File: src/inc/txd_pkg.sv
package txd_pkg;
    localparam int CFG_RESET_BIT  = 7;
    localparam int CFG_ENABLE_BIT = 6;
    localparam int CFG_WRTYPE_BIT = 5;
    localparam int CFG_CHAN_MSB   = 2;
    localparam int CFG_CHAN_LSB   = 0;
    localparam logic [7:0] CFG_RESET_VAL = 8'h00;
    localparam logic [7:0] CFG_WMASK     = 8'hE7;
    // wishbone byte addresses of the controller's own registers
    localparam logic [3:0] ADDR_CFG    = 4'h0;
    localparam logic [3:0] ADDR_STATUS = 4'h4;
    localparam logic [3:0] ADDR_DATA   = 4'h8;
    localparam logic [3:0] ADDR_COUNT  = 4'hC;
    localparam int DATA_W     = 8;
    localparam int NUM_CHAN   = 4;
    localparam int STROBE_LOW = 2;
    localparam int STROBE_GAP = 2;
    typedef enum logic [2:0] {
        DS_IDLE = 3'b001,
        DS_REQ  = 3'b010,
        DS_XFER = 3'b100
    } txd_dev_state_t;
    typedef enum logic [3:0] {
        HS_IDLE = 4'b0001,
        HS_ACK  = 4'b0010,
        HS_LOW  = 4'b0100,
        HS_GAP  = 4'b1000
    } txd_host_state_t;
endpackage : txd_pkg

File: src/inc/txd_if.sv
`timescale 1ns/1ps
`default_nettype none
interface txd_if;
    import txd_pkg::*;
    logic              reqN;
    logic              ackN;
    logic              wrN;
    logic              rdN;
    logic [DATA_W-1:0] data;
    logic              dataOe;
    modport dev  (output reqN, input ackN, wrN, rdN, data, dataOe);
    modport host (input reqN, output ackN, wrN, rdN, data, dataOe);
endinterface : txd_if
`default_nettype wire

File: src/verilog/txd_device.sv
// Chosen here: the Wishbone slave port and the placing of the registers.
`timescale 1ns/1ps
`default_nettype none
module txd_device #(
    parameter int MSG_LEN = 4,
    parameter int BUF_DEPTH = 16
) (
    input  wire logic                    clk,
    input  wire logic                    reset,
    txd_if.dev                           link,
    input  wire logic [7:0]              cfgWrData,
    input  wire logic                    cfgWrEn,
    output logic      [7:0]              cfgRdData,
    input  wire logic [txd_pkg::NUM_CHAN-1:0] chanDrain,
    output logic      [txd_pkg::NUM_CHAN-1:0] chanWordValid,
    output logic      [txd_pkg::DATA_W-1:0]   chanWord,
    output logic      [txd_pkg::NUM_CHAN-1:0] chanBufFull,
    output logic                         busy
);
    import txd_pkg::*;
    initial begin
        if (MSG_LEN < 1 || MSG_LEN > BUF_DEPTH || BUF_DEPTH > 255)
            $error("txd_device: bad sizes");
    end
    localparam int CW = 8;
    logic [7:0] cfg_q;
    logic rstBitPrev_q;
    logic chanRst_q;
    logic [CW-1:0] level_q [NUM_CHAN];
    logic [CW-1:0] sent_q;
    logic wrPrev_q, rdPrev_q;
    txd_dev_state_t state_q;
    logic reqN_q;
    logic [1:0] owner;
    logic ownerOk, room, strobeEdge;

    always_ff @(posedge clk) begin
        if (reset) cfg_q <= CFG_RESET_VAL;
        else if (cfgWrEn) cfg_q <= cfgWrData & CFG_WMASK;
    end
    assign cfgRdData = cfg_q;

    always_ff @(posedge clk) begin
        if (reset) begin
            rstBitPrev_q <= 1'b0;
            chanRst_q    <= 1'b0;
        end else begin
            rstBitPrev_q <= cfg_q[CFG_RESET_BIT];
            chanRst_q    <= cfg_q[CFG_RESET_BIT] & ~rstBitPrev_q;
        end
    end

    assign ownerOk = ~cfg_q[CFG_CHAN_MSB];
    assign owner   = cfg_q[CFG_CHAN_LSB+1:CFG_CHAN_LSB];
    assign room = (CW'(BUF_DEPTH) - level_q[owner]) >= CW'(MSG_LEN);

    // strobe by mode: falling wr, or falling rd while wr is low
    assign strobeEdge = cfg_q[CFG_WRTYPE_BIT] ? (wrPrev_q & ~link.wrN)
                                              : (rdPrev_q & ~link.rdN & ~link.wrN);
    always_ff @(posedge clk) begin
        if (reset) begin
            wrPrev_q <= 1'b1;
            rdPrev_q <= 1'b1;
        end else begin
            wrPrev_q <= link.wrN;
            rdPrev_q <= link.rdN;
        end
    end

    always_ff @(posedge clk) begin
        if (reset || chanRst_q || !cfg_q[CFG_ENABLE_BIT]) begin
            state_q <= DS_IDLE;
            reqN_q  <= 1'b1;
            sent_q  <= '0;
        end else begin
            case (state_q)
                DS_IDLE: begin
                    if (ownerOk && room) begin
                        reqN_q  <= 1'b0;
                        state_q <= DS_REQ;
                    end
                end
                DS_REQ: begin
                    sent_q <= '0;
                    if (!link.ackN) state_q <= DS_XFER;
                end
                DS_XFER: begin
                    if (strobeEdge && !link.ackN) begin
                        sent_q <= sent_q + 1'b1;
                        if (sent_q == CW'(MSG_LEN - 1)) begin
                            reqN_q  <= 1'b1;
                            state_q <= DS_IDLE;
                        end
                    end
                end
                default: state_q <= DS_IDLE;
            endcase
        end
    end
    assign link.reqN = reqN_q;

    genvar g;
    generate
        for (g = 0; g < NUM_CHAN; g++) begin : g_chan
            logic take;
            assign take = state_q == DS_XFER && strobeEdge && !link.ackN
                          && owner == 2'(g) && ownerOk;
            always_ff @(posedge clk) begin
                if (reset || chanRst_q) begin
                    level_q[g]       <= '0;
                    chanWordValid[g] <= 1'b0;
                    chanBufFull[g]   <= 1'b0;
                end else begin
                    level_q[g] <= level_q[g] + CW'(take) - CW'(chanDrain[g] && level_q[g] != 0);
                    chanWordValid[g] <= take;
                    chanBufFull[g]   <= (level_q[g] + CW'(take)) >= CW'(BUF_DEPTH);
                end
            end
        end
    endgenerate
    always_ff @(posedge clk) begin
        if (reset) chanWord <= '0;
        else if (state_q == DS_XFER && strobeEdge) chanWord <= link.data;
    end
    always_ff @(posedge clk) begin
        if (reset) busy <= 1'b0;
        else busy <= state_q != DS_IDLE;
    end
endmodule : txd_device
`default_nettype wire

File: src/flat_wrapper.sv
// flat-port wrapper written by rule: the top's interface ports become plain ports
module txd_device_flat import txd_pkg::*;
#(
    parameter int MSG_LEN = 4,
    parameter int BUF_DEPTH = 16
)
  (clk, reset, cfgWrData, cfgWrEn, cfgRdData, chanDrain, chanWordValid, chanWord, chanBufFull, busy, link_reqN, link_ackN, link_wrN, link_rdN, link_data, link_dataOe);
  txd_if link_i ();
  input  wire logic clk;
  input  wire logic reset;
  input  wire logic [7:0] cfgWrData;
  input  wire logic cfgWrEn;
  output logic      [7:0] cfgRdData;
  input  wire logic [txd_pkg::NUM_CHAN-1:0] chanDrain;
  output logic      [txd_pkg::NUM_CHAN-1:0] chanWordValid;
  output logic      [txd_pkg::DATA_W-1:0] chanWord;
  output logic      [txd_pkg::NUM_CHAN-1:0] chanBufFull;
  output logic busy;
  output wire logic [$bits(link_i.reqN)-1:0] link_reqN;
  input wire logic [$bits(link_i.ackN)-1:0] link_ackN;
  input wire logic [$bits(link_i.wrN)-1:0] link_wrN;
  input wire logic [$bits(link_i.rdN)-1:0] link_rdN;
  input wire logic [$bits(link_i.data)-1:0] link_data;
  input wire logic [$bits(link_i.dataOe)-1:0] link_dataOe;
  assign link_reqN = link_i.reqN;
  assign link_i.ackN = link_ackN;
  assign link_i.wrN = link_wrN;
  assign link_i.rdN = link_rdN;
  assign link_i.data = link_data;
  assign link_i.dataOe = link_dataOe;
  txd_device #(.MSG_LEN(MSG_LEN), .BUF_DEPTH(BUF_DEPTH)) u_core (.clk(clk), .reset(reset), .link(link_i), .cfgWrData(cfgWrData), .cfgWrEn(cfgWrEn), .cfgRdData(cfgRdData), .chanDrain(chanDrain), .chanWordValid(chanWordValid), .chanWord(chanWord), .chanBufFull(chanBufFull), .busy(busy));
endmodule
File: config.mk
export PLATFORM = sky130hd
export DESIGN_NAME = txd_device_flat
export DESIGN_NICKNAME = d
export VERILOG_FILES = /design/src/inc/txd_pkg.sv /design/src/inc/txd_if.sv /design/src/verilog/txd_device.sv /design/src/flat_wrapper.sv
export SDC_FILE = /design/constraint.sdc
export NUM_CORES = 1
export LEC_CHECK = 0
export BUFFER_PORTS_ARGS = -buffer_cell sky130_fd_sc_hd__buf_2
export CORE_MARGIN = 2
export CORE_UTILIZATION = 58
export CTS_CLUSTER_DIAMETER = 30
export CTS_CLUSTER_SIZE = 28
export DETAILED_ROUTE_END_ITERATION = 7
export PLACE_DENSITY = 0.8
export SYNTH_ARGS = -nofsm -noshare
export SYNTH_HDL_FRONTEND = slang
export SYNTH_SLANG_ARGS = --single-unit
File: constraint.sdc
create_clock -name clk -period 4 [get_ports clk]
set_clock_uncertainty 0.1 [all_clocks]
set_input_delay 0.6 -clock clk [delete_from_list [all_inputs] [get_ports clk]]
set_output_delay 0.6 -clock clk [all_outputs]
set_load 0.05 [all_outputs]
==> metrics.md <==
| Metric | Value |
|---|---|
| Status | finished, final reports clean |
| Hold WS | 0.316 ns |
| Worst Tran Pin Value | 0.711 ns |
| Grt total ovfl | 0 |
| DIE AREA | 7380 sq um |
| Core ar. | ~6400 sq um |
| Tcrit/Tclk final | 0.895 |
| Hold Violations, Final | 0 |
| CP Capture Type | flip-flop |
| Final Setup Violations | 0 |
| Wire per inst | 14.4 um |
| Rows | 29 |
| Register area share after synthesis | 0.376 |
| Slowest cell on crit path | or3b_2 |
| Area grow syn2layout | 14.2% |
| Slew Viols, Final | 0 |
| Number of synthesized flops with an enable pin | 0 |
| Antenna Nets Post-Route | 0 |
| Clk buf depth | 2 |
| Skew-Pair Late Insertion Delay | 0.35 ns |
| RSZ-0062 raised after global routing | no |
| Initial drt markers | roughly 130 |
| Max_slew headroom | 0.526 |
| H-tree depth | 3 |
| PwrDens | 564 nW/um^2 |
| Async S/R FF share, synth | 0 |
| CTS root buf | clkbuf_8 |
| CTS tree | yes |
| Die height | approximately 86 um |
| Nets | 537 |
| Worst Path Arrival | ~3.8 ns |
| 1st-pass router iterations | 4 |
| FILL cells | just under 500 |
| Ys flop type | dfxtp_1 |
| Antenna diodes | 0 |
| Fin cells | 572 |
| MaxCap Viol Count | 0 |
| Post-CTS sizing | 0 |
| Critical path class | flip-flop to flip-flop |
| Setup TNS | 0 ns |
| Synth Register Bits | 73 |
| Pleak | between 0.0015 and 0.002 uW |
| Vias in the first global route | about 3.1k |
| CTS Buf Count | 9 |
| Hold Path Class | flip-flop to flip-flop |
| Netlist Area Pre-Place | slightly below 4000 sq um |
| Placed Instances | ~560 |
| Fin area | between 4000 and 5000 sq um |
| Layout cell share with drive strength beyond 1 | 0.182 |
| Mean area per synthesized cell | 8.76 sq um |
| Gr usage total | 0.231 |
| Die W | approximately 86 um |
| Clock Sinks | 73 |
| Share of the synthesized area in the top cell type | 0.376 |
| Max IR drop VDD | approximately 0.00046 V |
| Fin crit period | 3.58 ns |
| Via count | 3210 |
| Most common cell after layout, fill and taps aside | dfxtp_1 |
| CP Launch Type | flip-flop |
| First-pass GRT wire length | 13.7 mm |
| HPWL after detailed placement | around 6 mm |
| Drt total wl | ~8.2 mm |
| CP Data Required Time | between 4 and 5 ns |
| GP Congestion | around 0.9 |
| Post-route DRC | 0 |
| Post-synth top area cell | dfxtp_1 |
| Crit-path cells | or3b_2, a211o_1, nor3_1, nand2b_1, nor2_1, ha_1, ha_1, and2_1, a31oi_1, or3_1, a211o_1, a21o_1, a21oi_1 |
| Largest net degree at the start of global routing | 36 |
| F_max | 279 MHz |
| Initial Util | 0.606 |
| Area post-placement | 4190 sq um |
| Synth top area cells | dfxtp_1 (38%), nor2_1 (6.8%), ha_1 (6.1%) |
| Initial antenna violation count | 0 |
| PortBufs | 47 |
| CP max stage delay | ~0.48 ns |
| CP Max Fanout | 6 |
| Hold Buf Count CTS | 0 |
| Multi-input logic area | approximately 2300 sq um |
| Postcts setup bufs | 0 |
| Synth Instances | 444 |
| Synth warn | 0 |
| Reg clk slew, reported paths | 0.08 ns |
| IO Count | 53 |
| Synth cell types | roughly 60 |
| Commonest non-fill, non-tap cells in the layout | dfxtp_1 (73), nor2_1 (71), buf_2 (47) |
| DR vias/cell | about 5.6 |
| FF+latch area | ~1500 sq um |
==> layer usage <==
layer  global-route usage  routed length [um]  vias up
li1                     -                   -     1628
met1                0.283                3650     1508
met2                0.390                4110       59
met3               0.0626                 339       15
met4               0.0837                 109        0
met5                    0                   0        -
==> path summary, 6_finish.rpt <==
| kind | startpoint | end | slack (ns) | cells past startpoint |
|---|---|---|---|---|
| setup / recovery | u_core.cfgRdData[5] | u_core.level_q[2][5] | 0.42 | 13 |
| hold / removal | u_core.rstBitPrev_q | u_core.chanRst_q | 0.32 | 1 |
| setup reg to reg | u_core.cfgRdData[5] | u_core.level_q[2][5] | 0.42 | 13 |
| hold reg to reg | u_core.rstBitPrev_q | u_core.chanRst_q | 0.32 | 1 |
==> final cells by class <==
cell class	count	share of cell area
multi-input combinational	338	0.514
sequential	73	0.329
timing repair buffer	54	0.0647
clock inverter	5	0.0290
clock buffer	10	0.0287
tap	77	0.0217
inverter	15	0.0127
==> stage by stage <==
step / power [uW] / setup WS, ns / util
after global placement: 1730 / 0.158 / 0.652
after floorplan: 1620 / 0.322 / -
final: 2510 / 0.418 / 0.692
after CTS: 2520 / 0.422 / 0.692
after global routing: 2660 / 0.151 / 0.692
after detailed placement: 1760 / 0.0912 / 0.652
==> cells in the mapped netlist, drive strengths merged (3+ instances only) <==
| cell | n |
|---|---|
| xnor2 | 26 |
| nand3 | 24 |
| buf | 7 |
| a21o | 3 |
| and3 | 12 |
| nor2 | 72 |
| nand2b | 4 |
| a22oi | 3 |
| nand2 | 29 |
| nor2b | 8 |
| mux4 | 4 |
| a211o | 3 |
| and2 | 4 |
| ha | 19 |
| nor4 | 7 |
| or3 | 6 |
| nor3 | 17 |
| nand4 | 4 |
| a21oi | 8 |
| mux2i | 15 |
| dfxtp | 73 |
| or2 | 6 |
| a31oi | 3 |
| xor2 | 22 |
| o21ai | 6 |
| o21a | 4 |
| inv | 15 |
| clkbuf | 12 |
==> logic make-up after synthesis <==
logic type / after synthesis / synth area share
AND/OR/NAND/NOR: 203 / 0.259
flip-flops: 73 / 0.376
XOR/XNOR: 48 / 0.108
AO/OA/AOI/OAI: 47 / 0.0945
buffers and inverters: 34 / 0.0376
adder cells (fa/ha/maj): 19 / 0.0611
multiplexers: 19 / 0.0627
other: 1 / 0.000964
==> power breakdown <==
group | internal, uW | total, uW | switching [uW]
logic | 366 | 781 | 415
registers | 825 | 977 | 152
clock network | 475 | 748 | 272
==> state kept, by name (all words and copies together) (netlist names), named ones only <==
register and flops:
u_core.state_q 3, u_core.cfgRdData 6, u_core.rdPrev_q 1, u_core.chanWordValid 4
u_core.busy 1, u_core.rstBitPrev_q 1, u_core.wrPrev_q 1, u_core.sent_q 8
u_core.chanRst_q 1, u_core.link.reqN 1, u_core.chanBufFull 4, u_core.chanWord 8
u_core.level_q 32
==> critical path, delay by kind of cell, from the launching register on <==
family                   cells  cell delay, ns
flip-flops                   1            0.34
adder cells (fa/ha/maj)      2            0.52
AND/OR/NAND/NOR              6            1.51
AO/OA/AOI/OAI                5            1.03
Note: power is estimated with default switching activity, not from simulation.
